## src/ccl_consts.vh

```
// Offsets, field positions, reset values and timing counts of the channel local registers
`ifndef CCL_CONSTS_VH
`define CCL_CONSTS_VH

// Command byte layout
`define CCL_CMD_WRITE_BIT 7
`define CCL_CMD_READ_CODE 8'h00
`define CCL_CMD_WRITE_CODE 8'h80

// Register offsets (low seven bits of the command byte)
`define CCL_OFS_COEF_ENABLES 7'h00
`define CCL_OFS_LOOP_IRQ 7'h01
`define CCL_OFS_DEBOUNCE 7'h02
`define CCL_OFS_PIN_DATA 7'h03
`define CCL_OFS_TX_SLOT 7'h04
`define CCL_OFS_RX_SLOT 7'h05

// Coefficient-stage enable bits
`define CCL_BIT_RX_DIGITAL_GAIN 7
`define CCL_BIT_RX_FREQ_CORRECTION 6
`define CCL_BIT_TX_DIGITAL_GAIN 5
`define CCL_BIT_TX_FREQ_CORRECTION 4
`define CCL_BIT_HIGHPASS_STAGE 3
`define CCL_BIT_IMPEDANCE_SCALING_GAIN 2
`define CCL_BIT_ECHO_CANCEL_STAGE 1
`define CCL_BIT_IMPEDANCE_MATCH_STAGE 0

// Loopback and interrupt enable fields
`define CCL_IRQ_EN_MSB 7
`define CCL_IRQ_EN_LSB 3
`define CCL_BIT_DIGITAL_LOOP_TIMESLOT 2
`define CCL_BIT_ANALOG_LOOP_ONEBIT 1
`define CCL_BIT_DIGITAL_LOOP_ONEBIT 0

// Debounce code fields
`define CCL_HOOK_CODE_LSB 0
`define CCL_GROUND_KEY_CODE_LSB 4

// Slot register fields
`define CCL_BIT_HIGHWAY_SELECT 7

// Reset values
`define CCL_RST_COEF_ENABLES 8'h08
`define CCL_RST_LOOP_IRQ 8'h00
`define CCL_RST_DEBOUNCE 8'h00
`define CCL_RST_TX_SLOT 8'h00
`define CCL_RST_RX_SLOT 8'h00

// Timing: one debounce step in ms, clock rate in MHz
`define CCL_DEBOUNCE_STEP_MS 2
`define CCL_CLK_MHZ 250
`define CCL_DEBOUNCE_STEP_CYCLES (`CCL_DEBOUNCE_STEP_MS * `CCL_CLK_MHZ * 1000)
// Ground-key minimum debounce time is six intervals (180 ms over 30 ms)
`define CCL_GROUND_KEY_MULT 6
`define CCL_HOOK_MULT 1

`endif

```

## src/ccl_local_regs.v

```verilog
// Per-channel local configuration registers of a four-channel codec, behind the serial host control port
//
// Overview of operation
// - Command byte: address in bits 6..0, bit 7 clear reads, set writes.
// - Coefficient bit 7 enables receive digital gain from coefficient memory; default off.
// - Bits 6, 5, 4 enable rx correction, tx gain, tx correction; default off.
// - Coefficient bit 3 enables the high-pass stage; it resets enabled.
// - Bits 2, 1, 0 enable impedance gain, echo cancel, impedance match; default off.
// - Five enable bits 7..3 gate change interrupts of three bidir pins, two senses.
// - A bidir pin change interrupts only while it is an input and enabled.
// - Loopback bit 2 enables digital loopback through timeslots; default off.
// - Loopback bit 1 enables analog loopback through the one-bit stage; default off.
// - Loopback bit 0 enables digital loopback through the one-bit stage; default off.
// - Hook debounce time is low code times 2 ms, 0 to 30 ms; default 0.
// - Ground-key interval is high code times 2 ms; minimum time 0 to 180 ms.
// - Pin data register shows the seven signaling pins in bits 6..0; bit 7 reserved.
// - Writes to pin data never change bidir pins used as outputs.
// - Seven-bit transmit slot number 0 to 127; default 0.
// - Transmit slot bit 7 picks the second transmit highway; default first.
// - Seven-bit receive slot number 0 to 127; default 0.
// - Receive slot bit 7 picks the second receive highway; default first.
`timescale 1ns/1ns
`include "ccl_consts.vh"
module ccl_local_regs #(
  parameter CHANNELS = 4,
  parameter DEBOUNCE_STEP_CYCLES = `CCL_DEBOUNCE_STEP_CYCLES
) (
  // Clock and reset
  input wire clk,
  input wire rst_n,
  // Host control port pins
  input wire hostSelN,
  input wire hostSclk,
  input wire hostSdi,
  output reg hostSdo,
  output reg hostSdoEn,
  // Channel chosen by the global channel selection
  input wire [1:0] chanSelect,
  // Signaling pins and their global configuration
  input wire [3*CHANNELS-1:0] bidirPinIn,
  input wire [3*CHANNELS-1:0] bidirPinIsOutput,
  input wire [3*CHANNELS-1:0] bidirPinOutValue,
  input wire [2*CHANNELS-1:0] signalOutputLevel,
  input wire [CHANNELS-1:0] hookSensePin,
  input wire [CHANNELS-1:0] groundKeySensePin,
  // Stage enables, eight per channel
  output wire [8*CHANNELS-1:0] coefStageEnable,
  // Loopback controls
  output wire [CHANNELS-1:0] digitalLoopTimeslot,
  output wire [CHANNELS-1:0] analogLoopOnebit,
  output wire [CHANNELS-1:0] digitalLoopOnebit,
  // Timeslot and highway selection
  output wire [7*CHANNELS-1:0] txSlotNumber,
  output wire [CHANNELS-1:0] txHighwaySelect,
  output wire [7*CHANNELS-1:0] rxSlotNumber,
  output wire [CHANNELS-1:0] rxHighwaySelect,
  // Filtered sense levels and change interrupt pulses
  output wire [CHANNELS-1:0] hookSenseLevel,
  output wire [CHANNELS-1:0] groundKeySenseLevel,
  output reg [CHANNELS-1:0] signalChangeIrq
);

  // Synchroniser vector, top down: select, serial clock, serial data,
  // then ground-key senses, hook senses and the bidir pins of all channels
  localparam PINW = 5 * CHANNELS + 3;

  // Register copies, one byte per channel each
  // Pin data has no storage: it is assembled from the pins at read time
  reg [8*CHANNELS-1:0] coefEnables_reg;
  reg [8*CHANNELS-1:0] loopIrq_reg;
  reg [8*CHANNELS-1:0] debounce_reg;
  reg [8*CHANNELS-1:0] txSlot_reg;
  reg [8*CHANNELS-1:0] rxSlot_reg;

  // Pin synchronisers and edge history
  reg [PINW-1:0] pinMeta_reg;
  reg [PINW-1:0] pinSync_reg;
  reg portHist_reg;

  // Serial port state and the change detector's last watched levels
  reg [3:0] bitCnt_reg;
  reg [7:0] cmd_reg;
  reg [7:0] wrShift_reg;
  reg [7:0] rdShift_reg;
  reg [5*CHANNELS-1:0] lastWatched_reg;

  // Decoded port events and per-channel views
  wire selN;
  wire sclk;
  wire sdi;
  wire sclkRise;
  wire sclkFall;
  wire [3*CHANNELS-1:0] bidirSync;
  wire [8*CHANNELS-1:0] pinDataByte;
  wire [5*CHANNELS-1:0] watched;
  wire writeDone;
  wire cmdDone;
  wire [7:0] writeByte;
  reg [7:0] readByte;

  assign selN = pinSync_reg[PINW-1];
  assign sclk = pinSync_reg[PINW-2];
  assign sdi = pinSync_reg[PINW-3];
  assign bidirSync = pinSync_reg[3*CHANNELS-1:0];

  // Every pin passes two flops before any logic looks at it
  // Port pins reset high, serial clock included; sense and bidir pins reset low like the
  // filtered levels and the change history, so reset itself never fakes an edge
  always @(posedge clk) begin
    if (!rst_n) begin
      pinMeta_reg <= {3'h7, {(5*CHANNELS){1'b0}}};
      pinSync_reg <= {3'h7, {(5*CHANNELS){1'b0}}};
    end else begin
      pinMeta_reg <= {hostSelN, hostSclk, hostSdi, groundKeySensePin, hookSensePin, bidirPinIn};
      pinSync_reg <= pinMeta_reg;
    end
  end

  // Edge history reads only the second sync stage
  // One previous serial clock level is enough; select needs no edge, only its level
  always @(posedge clk) begin
    if (!rst_n) begin
      portHist_reg <= 1'b1;
    end else begin
      portHist_reg <= sclk;
    end
  end

  // A pin edge reaches this detector three clocks late, so each serial clock level
  // must stand at least four clocks; a faster host loses bits with no error flag
  assign sclkRise = !selN && sclk && !portHist_reg;
  assign sclkFall = !selN && !sclk && portHist_reg;
  // Command completes on the 8th rising edge, data on the 16th
  // A second command may follow in the same select; the counter wraps after sixteen bits
  assign cmdDone = sclkRise && (bitCnt_reg == 4'h7);
  assign writeDone = sclkRise && (bitCnt_reg == 4'hf) && cmd_reg[`CCL_CMD_WRITE_BIT];
  // The data byte is taken whole at the 16th edge, its last bit straight from the line
  assign writeByte = {wrShift_reg[6:0], sdi};

  // Serial shifter: command then one data byte, MSB first, sampled on rising clock
  // Deselect clears the bit counter, so every new select starts with a command byte
  always @(posedge clk) begin
    if (!rst_n) begin
      bitCnt_reg <= 4'h0;
      cmd_reg <= 8'h00;
      wrShift_reg <= 8'h00;
    end else if (selN) begin
      bitCnt_reg <= 4'h0; // Deselect aborts any partial transfer
    end else if (sclkRise) begin
      if (bitCnt_reg < 4'h8) begin
        cmd_reg <= {cmd_reg[6:0], sdi};
      end else begin
        wrShift_reg <= writeByte;
      end
      if (bitCnt_reg != 4'hf) begin
        bitCnt_reg <= bitCnt_reg + 4'h1;
      end else begin
        bitCnt_reg <= 4'h0; // Allows a second command in the same select
      end
    end
  end

  // Read data for the selected channel; unmapped offsets read as zero
  // chanSelect must stay steady through the command byte; it is not synchronised
  always @* begin
    readByte = 8'h00;
    // Until the eighth bit arrives, the command's direction bit sits one place lower
    if (cmd_reg[`CCL_CMD_WRITE_BIT - 1] == 1'b0) begin
      case ({cmd_reg[5:0], sdi})
        `CCL_OFS_COEF_ENABLES: readByte = coefEnables_reg[chanSelect*8 +: 8];
        `CCL_OFS_LOOP_IRQ: readByte = loopIrq_reg[chanSelect*8 +: 8];
        `CCL_OFS_DEBOUNCE: readByte = debounce_reg[chanSelect*8 +: 8];
        `CCL_OFS_PIN_DATA: readByte = pinDataByte[chanSelect*8 +: 8];
        `CCL_OFS_TX_SLOT: readByte = txSlot_reg[chanSelect*8 +: 8];
        `CCL_OFS_RX_SLOT: readByte = rxSlot_reg[chanSelect*8 +: 8];
        default: readByte = 8'h00;
      endcase
    end
  end

  // Read output: loaded at command end, shifted on falling clock so the host samples on rising
  // The first data bit shows before the host's ninth rising edge; a write keeps the line off
  always @(posedge clk) begin
    if (!rst_n) begin
      rdShift_reg <= 8'h00;
      hostSdo <= 1'b0;
      hostSdoEn <= 1'b0;
    end else if (selN) begin
      hostSdoEn <= 1'b0;
      hostSdo <= 1'b0;
    end else if (cmdDone) begin
      rdShift_reg <= readByte;
      hostSdo <= readByte[7];
      hostSdoEn <= !cmd_reg[6]; // Bit 7 of the command still sits in cmd_reg[6] until this edge shifts in the last bit
    end else if (sclkFall && bitCnt_reg > 4'h8) begin
      rdShift_reg <= {rdShift_reg[6:0], 1'b0};
      hostSdo <= rdShift_reg[6];
    end else if (bitCnt_reg == 4'h0) begin
      hostSdoEn <= 1'b0; // Data byte finished
    end
  end

  // Per-channel logic: register copy, outputs, two debounce filters, change detector
  genvar ch;
  generate
    for (ch = 0; ch < CHANNELS; ch = ch + 1) begin : gChan
      wire wrThis;
      wire [2:0] bidirShown;
      wire [2:0] bidirIsIn;
      wire [4:0] irqEn;

      // The copy written is the one chanSelect names at the 16th rising edge
      assign wrThis = writeDone && (chanSelect == ch);

      // Register writes land in the selected channel copy only
      // A write needs all sixteen bits; a frame cut short by deselect changes nothing
      always @(posedge clk) begin
        if (!rst_n) begin
          coefEnables_reg[ch*8 +: 8] <= `CCL_RST_COEF_ENABLES;
          loopIrq_reg[ch*8 +: 8] <= `CCL_RST_LOOP_IRQ;
          debounce_reg[ch*8 +: 8] <= `CCL_RST_DEBOUNCE;
          txSlot_reg[ch*8 +: 8] <= `CCL_RST_TX_SLOT;
          rxSlot_reg[ch*8 +: 8] <= `CCL_RST_RX_SLOT;
        end else if (wrThis) begin
          // Offsets beyond the table and the pin data view store nothing
          case (cmd_reg[6:0])
            `CCL_OFS_COEF_ENABLES: coefEnables_reg[ch*8 +: 8] <= writeByte;
            `CCL_OFS_LOOP_IRQ: loopIrq_reg[ch*8 +: 8] <= writeByte;
            `CCL_OFS_DEBOUNCE: debounce_reg[ch*8 +: 8] <= writeByte;
            `CCL_OFS_TX_SLOT: txSlot_reg[ch*8 +: 8] <= writeByte;
            `CCL_OFS_RX_SLOT: rxSlot_reg[ch*8 +: 8] <= writeByte;
            default: txSlot_reg[ch*8 +: 8] <= txSlot_reg[ch*8 +: 8]; // Pin data writes dropped
          endcase
        end
      end

      // Stage enables go straight to the filter datapath
      // Every output below is a plain register bit with no logic in between
      assign coefStageEnable[ch*8 +: 8] = coefEnables_reg[ch*8 +: 8];
      assign digitalLoopTimeslot[ch] = loopIrq_reg[ch*8 + `CCL_BIT_DIGITAL_LOOP_TIMESLOT];
      assign analogLoopOnebit[ch] = loopIrq_reg[ch*8 + `CCL_BIT_ANALOG_LOOP_ONEBIT];
      assign digitalLoopOnebit[ch] = loopIrq_reg[ch*8 + `CCL_BIT_DIGITAL_LOOP_ONEBIT];
      assign txSlotNumber[ch*7 +: 7] = txSlot_reg[ch*8 +: 7];
      assign txHighwaySelect[ch] = txSlot_reg[ch*8 + `CCL_BIT_HIGHWAY_SELECT];
      assign rxSlotNumber[ch*7 +: 7] = rxSlot_reg[ch*8 +: 7];
      assign rxHighwaySelect[ch] = rxSlot_reg[ch*8 + `CCL_BIT_HIGHWAY_SELECT];

      // Both filters tick at the same step length, each on its own timer; the ground key counts six ticks per code step,
      // which keeps its longest code inside a seven-bit counter
      // Hook sense: code times one step
      ccl_debounce #(
        .TICK_CYCLES(DEBOUNCE_STEP_CYCLES),
        .MULT(`CCL_HOOK_MULT)
      ) uHook (
        .clk(clk),
        .rst_n(rst_n),
        .rawIn(pinSync_reg[3*CHANNELS + ch]),
        .code(debounce_reg[ch*8 + `CCL_HOOK_CODE_LSB +: 4]),
        .stableOut(hookSenseLevel[ch])
      );

      // Ground key: the interval is code times one step, held six intervals
      ccl_debounce #(
        .TICK_CYCLES(DEBOUNCE_STEP_CYCLES),
        .MULT(`CCL_GROUND_KEY_MULT)
      ) uGroundKey (
        .clk(clk),
        .rst_n(rst_n),
        .rawIn(pinSync_reg[4*CHANNELS + ch]),
        .code(debounce_reg[ch*8 + `CCL_GROUND_KEY_CODE_LSB +: 4]),
        .stableOut(groundKeySenseLevel[ch])
      );

      // Bidir pins show the driven value when outputs, the pin when inputs
      // An output pin reads back its global output value, and nothing written here reaches it
      // Debounced levels feed both the pin data view and the change detector
      assign bidirIsIn = ~bidirPinIsOutput[ch*3 +: 3];
      assign bidirShown = (bidirIsIn & bidirSync[ch*3 +: 3]) | (~bidirIsIn & bidirPinOutValue[ch*3 +: 3]);
      assign pinDataByte[ch*8 +: 8] = {1'b0, signalOutputLevel[ch*2 +: 2], bidirShown,
                                       groundKeySenseLevel[ch], hookSenseLevel[ch]};

      // Watched levels ordered as the enable field: pin c, b, a, ground key, hook
      assign watched[ch*5 +: 5] = {bidirShown, groundKeySenseLevel[ch], hookSenseLevel[ch]};
      assign irqEn = loopIrq_reg[ch*8 + `CCL_IRQ_EN_LSB +: 5];

      // One-cycle pulse on an enabled change; output-mode bidir pins never count
      // A pin high at reset shows one change a few clocks later; enables are off then
      always @(posedge clk) begin
        if (!rst_n) begin
          lastWatched_reg[ch*5 +: 5] <= 5'h00;
          signalChangeIrq[ch] <= 1'b0;
        end else begin
          lastWatched_reg[ch*5 +: 5] <= watched[ch*5 +: 5];
          signalChangeIrq[ch] <= |((watched[ch*5 +: 5] ^ lastWatched_reg[ch*5 +: 5]) & irqEn
                                   & {bidirIsIn, 2'h3});
        end
      end
    end
  endgenerate

endmodule

```

## src/ccl_debounce.v

```verilog
// Debounce filter for one sense input, programmable in steps of a fixed tick
`timescale 1ns/1ns
module ccl_debounce #(
  parameter TICK_CYCLES = 500000,
  parameter MULT = 1
) (
  // Clock and reset
  input wire clk,
  input wire rst_n,
  // Synchronised input and code
  input wire rawIn,
  input wire [3:0] code,
  // Filtered level
  output reg stableOut
);

  // Cut to the counter widths on purpose; a step must not exceed 2^20 cycles
  localparam integer TICK_LAST_FULL = TICK_CYCLES - 1;
  localparam integer MULT_FULL = MULT;
  localparam [19:0] TICK_LAST = TICK_LAST_FULL[19:0];
  localparam [6:0] MULT_TICKS = MULT_FULL[6:0];

  reg [19:0] tickCnt_reg;
  reg [6:0] holdCnt_reg;
  wire tick;
  wire [6:0] targetTicks;

  assign tick = (tickCnt_reg == TICK_LAST);
  // Widest target is 15 codes times 6, fits seven bits
  assign targetTicks = {3'h0, code} * MULT_TICKS;

  // Free-running step timer; a change is timed to whole steps, so it may settle up to one step early
  always @(posedge clk) begin
    if (!rst_n) begin
      tickCnt_reg <= 20'h00000;
    end else if (tick) begin
      tickCnt_reg <= 20'h00000;
    end else begin
      tickCnt_reg <= tickCnt_reg + 20'h00001;
    end
  end

  // Accept a new level once it has held through the programmed number of step ticks
  always @(posedge clk) begin
    if (!rst_n) begin
      stableOut <= 1'b0;
      holdCnt_reg <= 7'h00;
    end else if (code == 4'h0) begin
      stableOut <= rawIn;
      holdCnt_reg <= 7'h00;
    end else if (rawIn == stableOut) begin
      holdCnt_reg <= 7'h00;
    end else if (holdCnt_reg >= targetTicks) begin
      stableOut <= rawIn;
      holdCnt_reg <= 7'h00;
    end else if (tick) begin
      holdCnt_reg <= holdCnt_reg + 7'h01;
    end
  end

endmodule

```

## config.mk

```make
export PLATFORM = sky130hd
export DESIGN_NAME = ccl_local_regs
export DESIGN_NICKNAME = d
export VERILOG_FILES = /design/src/ccl_local_regs.v /design/src/ccl_debounce.v
export VERILOG_INCLUDE_DIRS = /design/src
export SDC_FILE = /design/constraint.sdc
export NUM_CORES = 1
export LEC_CHECK = 0
export BUFFER_PORTS_ARGS = -buffer_cell sky130_fd_sc_hd__clkbuf_2
export CAP_MARGIN = 5
export CORE_ASPECT_RATIO = 2
export CORE_MARGIN = 3
export CORE_UTILIZATION = 45
export CTS_CLUSTER_SIZE = 14
export DETAILED_ROUTE_END_ITERATION = 12
export SYNTH_ARGS = -nofsm -noshare
export SYNTH_HDL_FRONTEND = slang
export SYNTH_HIERARCHICAL = 1
export SYNTH_SLANG_ARGS = --single-unit
```

## constraint.sdc

```tcl
create_clock -name clk -period 3.5 [get_ports clk]
set_input_delay 0.175 -clock clk [delete_from_list [all_inputs] [get_ports clk]]
set_output_delay 0.175 -clock clk [all_outputs]
set_load 0.05 [all_outputs]
```

==> impl_metrics.ini, run 1 <==
[run_status]
run_status = finished clean

[place]
placed_cell_area_um2 = 24290
globalplace.congestion = 1.016
place_hpwl_um = 54530
portBuffers = 180

[critical_path]
cp.required_ns = 4.03
crit_path_start_kind = flop
arrival_ns = 3.32
endpoint_kind = flop
worstSetupPathType = flop to flop
ff2ff_path_depth = 5
crit_fanout = 21

[power]
p_per_area_nw_per_um2 = 425.6
p_leak_nw = 10.08
ir_drop_v = 0.0003988
total_power_w = 0.01114

[sta]
finalCritPeriodShare_pct = 79.80
finalCriticalPeriod_ns = 2.793
max_slew_margin_pct = 39.79
maxSlewViolCount = 0
hold_viol_final = 0
tns_ns = 0
skew_ns = 0.03033
worstMarginPinSlew_ns = 0.9030
grt_setup_unrepaired = false
fmax_ghz = 0.3581
setup_viol = 0

[clocking]
cts_num_sinks = 483
cts_root_buf = clkbuf_16
postCtsSetupBuffers = 0
clk_pin_slew_ns = 0.08
clk_latency_ns = 0.59
cts_tree = yes
clk_path_buf_depth = 3
htreeDepth = 2
cts_buffers = 45

[route]
post_drt_wl_per_cell_um = 21.57
drt-vias-per-instance = 5.625
dr_total_vias = 19250
drt_iter0_drc = 1089
drc_errors = 0
routed_wl_um = 73830
firstDrtPassIters = 5
ant_nets = 0

[cells_and_area]
fin_nets = 2888
final_util_pct = 52.27
regArea_um2 = 9674
multiInputGateArea_um2 = 12330
fin_area_um2 = 26180
final_cell_mix = dfxtp_1, nor2_1, nand2_1
nFillCells = 4705
syn_to_final_growth_pct = 14.81
drive_gt1_share_pct = 14.75
final_common_cell = dfxtp_1
n_antenna_cell = 0

[logic_synthesis]
synthAdderAreaFrac_pct = 4.851
synth-edff-count = 0
synth_top_area_share_pct = 42.41
yosysWarnings = 6
synth_area_leaders = dfxtp_1, nor2_1, mux2i_1
avgSynthCellArea_um2 = 8.927
synthCells = 2554
ys.flop_type = dfxtp_1
muxShareOfSynthArea_pct = 6.190
yosysTopAreaCell = dfxtp_1
ys_ff_latch = 483
synth_xor_area_share_pct = 8.182
synth_compound_area_share_pct = 10.75
synth-simple-area-share_pct = 23.99
synth_top_family_by_area = simple AND/OR/NAND/NOR gates
synth-async-reset-ratio_pct = 0
synth.distinct_cells = 91
syn_area_um2 = 22800
yosysSeqAreaShare_pct = 42.41

[die]
die_w_um = 165.2
coreArea_um2 = 50070
start_util_pct = 45.53
ioPinCount = 181
die_area_um2 = 53570
std_cell_rows = 116
die_h_um = 324.3

[flow_run]
max_cap_violations = 0

[grt]
grt.overflow.total = 0
track_usage_pct = 27.27
grt_max_degree = 69
grt_pass1_wl_um = 112900
antenna_found_initial = 0
grt_pass1_vias = 19600

[worst_hold_path]
hp-class = input pin to flop
hold_depth = 3
==> what timing repair did <==
item                      4_1_cts  5_1_grt
hold endpoints to repair       31        0
hold buffers                   38        0
resized for setup               0        0
==> logic make-up after synthesis <==
family	Yosys count
other cells	4
flops	483
xor+xnor	213
mux	139
buf+inv	190
compound gates	414
simple gates	1025
fa+ha+maj	86
==> worst max-delay path, stage by stage (launching register included) <==
cell	delay (ns)
dfxtp_1	0.43
or4_1	0.83
or3_4	0.62
a221oi_2	0.35
or3b_1	0.38
a21oi_1	0.14
==> stage by stage <==
stage	worst slack [ns]	instances	hold WS, ns
floorplan	1.263	2558	0.2765
global placement	0.7293	3307	0.3829
detailed placement	0.7151	3307	0.3785
CTS	0.7348	3422	0.01903
global route	0.5045	3422	0.02767
finish	0.7071	3422	0.05197
==> power breakdown <==
part           total (W)  internal [W]  switching, W
combinational   0.000416      0.000155      0.000261
clock            0.00511       0.00291       0.00220
sequential       0.00561       0.00556     0.0000523
total             0.0111       0.00863       0.00251
==> area by class of cell <==
class / instances / area share (%)
timing repair buffer: 255 / 6.013
multi-input combinational: 1885 / 47.12
inverter: 73 / 1.066
clock buffer: 62 / 5.014
tap: 649 / 3.102
clock inverter: 15 / 0.7218
sequential: 483 / 36.96
==> layer usage <==
layer / part of all wire (%) / global-route usage (%) / up-vias
li1: - / - / 9153
met1: 35 / 28.55 / 9217
met2: 51 / 48.68 / 627
met3: 4.8 / 3.828 / 251
met4: 8.6 / 19.40 / 0
met5: 0 / 0 / -
==> synthesized netlist by cell type (34+ instances only) <==
master / instances
nor2_1: 358
and2_1: 59
clkbuf_1: 83
nand3_1: 79
a21oi_1: 157
xor2_1: 128
mux2i_1: 123
nand4_1: 41
xnor2_1: 85
inv_1: 71
nand2_1: 225
dfxtp_1: 483
o21ai_0: 136
and3_1: 34
ha_1: 82
==> path summary, 6_finish.rpt <==
path,start,endpoint,slack (ns)
worst max-delay path,cmd_reg[2],rdShift_reg[1],0.71
worst min-delay path,bidirPinIsOutput[11],lastWatched_reg[19],0.05
worst max register to register,cmd_reg[2],rdShift_reg[1],0.71
worst min register to register,pinMeta_reg[13],pinSync_reg[13],0.44
Power figures use the tool's default switching activity.
==> run 2, diff against run 1 <==
ABC_AREA = 1   (was not set)
clock period = 2.6 ns   (was 3.5 ns; I/O delays follow)
==> impl_metrics.ini, run 2 <==
[run_status]
run_status = finished clean

[clocking]
cts_tree = yes
postCtsSetupBuffers = 0
cts_buffers = 45
cts_num_sinks = 483
cts_root_buf = clkbuf_16
clk_path_buf_depth = 3
clk_latency_ns = 0.59
htreeDepth = 2
clk_pin_slew_ns = 0.07

[logic_synthesis]
synth_top_area_share_pct = 37.96
synth_area_leaders = dfxtp_1, nand2_1, nor2_1
synthCells = 3725
yosysSeqAreaShare_pct = 37.96
syn_area_um2 = 25470
yosysTopAreaCell = dfxtp_1
synth-async-reset-ratio_pct = 0
ys_ff_latch = 483
synth.distinct_cells = 42
synth_commonest_cells = nand2_1, nor2_1, dfxtp_1
yosysWarnings = 6
synth.most_common_cell = nand2_1
synth-edff-count = 0
ys.flop_type = dfxtp_1
avgSynthCellArea_um2 = 6.839

[critical_path]
crit_path_start_kind = flop
crit_fanout = 7
endpoint_kind = flop
cp_cell_sequence = ha_1 -> inv_1 -> fa_1 -> xor2_1 -> ha_1 -> nand3_1 -> nor2_1 -> nor2_1 -> nand3_2 -> a21oi_1
arrival_ns = 2.84
cp.required_ns = 3.09
cp_num_buf_inv = 1
critPathSlowestCell = dfxtp_1
cp_slowest_stage_delay_ns = 0.42
cpLargestDelayFamily = adder cells
worstSetupPathType = flop to flop

[sta]
finalWorstSetupSlack_ns = 0.2500
worstMarginPinSlew_ns = 0.6546
max_slew_margin_pct = 56.31
fmax_ghz = 0.4255
tns_ns = 0
finalCriticalPeriod_ns = 2.350
whs_ns = 0.01986
setup_viol = 0
maxSlewViolCount = 0
skew_ns = 0.03014
hold_viol_final = 0
grt_setup_unrepaired = false
finalCritPeriodShare_pct = 90.38

[route]
routed_wl_um = 75930
firstDrtPassIters = 5
drt_iter0_drc = 1198
drt-vias-per-instance = 5.051
post_drt_wl_per_cell_um = 15.98
ant_nets = 0
dr_total_vias = 24000
drc_errors = 0

[grt]
track_usage_pct = 25.07
grt_max_degree = 49
grt_pass1_vias = 23160
grt.overflow.total = 0
antenna_found_initial = 0
grt_pass1_wl_um = 121400

[die]
coreArea_um2 = 55720
std_cell_rows = 122
die_w_um = 174.2
start_util_pct = 45.72
ioPinCount = 181
die_h_um = 342.5
die_area_um2 = 59670

[place]
dp.cells = 4614
place_hpwl_um = 57990
dp_slack_ns = 0.2047
globalplace.congestion = 0.9608
portBuffers = 180

[cells_and_area]
syn_to_final_growth_pct = 15.23
final_cell_count_no_fill = 4752
n_antenna_cell = 0
final_util_pct = 52.68
final_common_cell = nand2_1
fin_nets = 4123
drive_gt1_share_pct = 13.67
final_cell_mix = nand2_1, nor2_1, dfxtp_1

[power]
p_leak_nw = 12.05
ir_drop_v = 0.0005074
p_per_area_nw_per_um2 = 515.7

[flow_run]
max_cap_violations = 0

[worst_hold_path]
hp-class = input pin to flop
run 2: final timing paths:
check	slack (ns)	endpoint	start	depth (start not counted)
max	0.25	gChan[2].uGroundKey/holdCnt_reg[1]	debounce_reg[21]	10
max reg2reg	0.25	gChan[2].uGroundKey/holdCnt_reg[1]	debounce_reg[21]	10
min	0.02	lastWatched_reg[3]	bidirPinOutValue[1]	6
min reg2reg	0.41	pinSync_reg[10]	pinMeta_reg[10]	2
run 2: worst min-delay path, stage by stage:
cell	delay, ns
clkbuf_2	0.08
nand2_1	0.04
o21ai_0	0.06
buf_4	0.16
inv_1	0.05
nor2_1	0.03
run 2: final cells by class:
class	instances	area, um2
Fill cell	5638	26360
Clock inverter	17	222.7
Tap cell	744	930.9
Clock buffer	60	1262
Multi-Input combinational cell	2711	13600
Sequential cell	483	9669
Inverter	451	1768
Timing Repair Buffer	286	1896
run 2: cell families after synthesis:
family                   Yosys count  synth area share, %
buffers and inverters            535                8.807
adder cells (fa/ha/maj)           86                4.342
AND/OR/NAND/NOR                 2061                36.20
flip-flops                       483                37.96
other                              4              0.05892
AO/OA/AOI/OAI                    490                10.36
XOR/XNOR                          66                2.269
run 2: per-layer routing:
metal	GRT usage (%)	vias up	share of wire, %
met5	0	-	0
met1	27.33	10960	39
li1	-	12350	-
met3	2.761	169	3.9
met2	47.86	520	52
met4	11.74	0	5.0
run 2: metrics by stage:
step                      area [um2]  total power, W
after detailed placement       27230        0.008315
final                          29350         0.01514
after floorplan                25490        0.008093
after CTS                      29330         0.01531
after global placement         27230        0.008310
after global routing           29350         0.01565
run 2: what timing repair did:
action,in CTS,in global routing
setup endpoints to repair,0,17
hold endpoints to repair,54,0
hold buffers,61,0
resized for setup,0,5
run 2: where the power goes:
part           total (W)  internal, W  leakage, nW  switching (W)
registers        0.00754      0.00748         3.91      0.0000558
logic           0.000678     0.000253         7.41       0.000425
clock network    0.00692      0.00390        0.732        0.00302
==> run 3, diff against run 2 <==
clock period = 3 ns   (was 2.6 ns; I/O delays follow)
==> impl_metrics.ini, run 3 (synthesis results as in run 2) <==
[clocking]
clk_pin_slew_ns = 0.07
cts_buffers = 47
cts_tree = yes
cts_root_buf = clkbuf_16
clk_latency_ns = 0.59
clk_path_buf_depth = 3
postCtsSetupBuffers = 0
cts_num_sinks = 483
postCtsHoldBufs = 52
htreeDepth = 2
cts_resized = 0

[grt]
grt_pass1_wl_um = 121600
grt_pass1_vias = 23030
track_usage_pct = 25.17
antenna_found_initial = 0
grt_max_degree = 79
grt.overflow.total = 0

[critical_path]
worstSetupPathType = flop to flop
cp.required_ns = 3.50
arrival_ns = 2.92
crit_path_start_kind = flop
endpoint_kind = flop
crit_fanout = 7

[power]
total_power_w = 0.01332
p_per_area_nw_per_um2 = 456.4
netSwitchingFraction_pct = 23.30
p_comb_share_pct = 4.2
seqPwrFrac_pct = 49.0
power.internal_w = 0.01022
clockPowerShare_pct = 46.7
switchingPower_w = 0.003104
ir_drop_v = 0.0004842
p_leak_nw = 11.96

[die]
die_area_um2 = 59670
coreArea_um2 = 55720
die_w_um = 174.2
std_cell_rows = 122
start_util_pct = 45.72
die_h_um = 342.5
ioPinCount = 181

[sta]
setup_viol = 0
max_slew_margin_pct = 20.72
maxSlewViolCount = 0
fmax_ghz = 0.4136
finalCriticalPeriod_ns = 2.418
finalCritPeriodShare_pct = 80.60
worstMarginPinSlew_ns = 1.188
hold_viol_final = 0
whs_ns = 0.03271
grt_setup_unrepaired = false
skew_ns = 0.02827
tns_ns = 0

[route]
ant_nets = 0
dr_total_vias = 23930
drc_errors = 0
firstDrtPassIters = 6
drt_iter0_drc = 1089
post_drt_wl_per_cell_um = 16.17
drt-vias-per-instance = 5.054
routed_wl_um = 76590

[cells_and_area]
nFillCells = 5665
fin_nets = 4097
final_common_cell = nand2_1
final_cell_mix = nand2_1, nor2_1, dfxtp_1
drive_gt1_share_pct = 13.38
syn_to_final_growth_pct = 14.61

[flow_run]
max_cap_violations = 0

[run_status]
run_status = finished clean

[place]
globalplace.congestion = 0.9505
portBuffers = 180
place_hpwl_um = 58510

[worst_hold_path]
hp-class = input pin to flop
==> run 3: cell types whose count changed in the layout (fill, tap and decap cells not counted), moves of 2 or more <==
cell           change
nand3_2            -4
clkbuf_16          +2
clkinvlp_4         +3
clkinv_2           +4
nand3_1            +4
dlygate4sd3_1      -9
buf_4             -18
==> run 3: layout make-up <==
cell class                 instances  area (um2)  share of cell area (%)
inverter                         451        1768                   6.055
clock buffer                      63        1316                   4.508
clock inverter                    24       276.5                  0.9471
tap                              744       930.9                   3.188
antenna                            1       2.502                0.008571
timing repair buffer             258        1650                   5.652
multi-input combinational       2711       13580                   46.52
sequential                       483        9671                   33.12
==> run 3: worst max-delay path: stages, from the launching register on <==
cell     delay, ns
dfxtp_1       0.42
ha_1          0.23
inv_1         0.06
fa_1          0.39
xor2_1        0.18
ha_1          0.27
nand3_1       0.11
nor2_1        0.05
nor2_1        0.17
nand3_1       0.27
a21oi_1       0.20
==> run 3: layer usage <==
layer	vias to the layer above	GRT usage (%)	share of wire, %
li1	12310	-	-
met4	0	12.53	5.0
met1	10900	27.49	39
met2	559	47.69	53
met3	164	2.672	3.9
met5	-	0	0
==> run 3: stage by stage <==
stage,instance area [um2],setup WS [ns],cells,utilization (%)
after floorplan,25490,0.9398,3729,-
after global placement,27080,0.6916,4595,48.61
after detailed placement,27080,0.6021,4595,48.61
after CTS,29190,0.5757,4734,52.40
after global routing,29190,0.3343,4734,52.40
final,29200,0.5819,4735,52.40
==> run 3: power by group through the flow <==
stage | registers, W | logic [W] | clock network [W]
final | 0.00653 | 0.000562 | 0.00623
after floorplan | 0.00668 | 0.000338 | 0
after global placement | 0.00668 | 0.000509 | 0
after detailed placement | 0.00668 | 0.000511 | 0
after global routing | 0.00654 | 0.000627 | 0.00661
after CTS | 0.00653 | 0.000565 | 0.00639
==> run 3: worst paths after layout <==
path / depth (start not counted) / from / to / slack, ns
worst max register to register: 10 / debounce_reg[28] / gChan[3].uGroundKey/holdCnt_reg[6] / 0.58
worst max-delay path: 10 / debounce_reg[28] / gChan[3].uGroundKey/holdCnt_reg[6] / 0.58
worst min-delay path: 4 / bidirPinIsOutput[9] / lastWatched_reg[17] / 0.03
worst min register to register: 2 / pinMeta_reg[17] / pinSync_reg[17] / 0.41
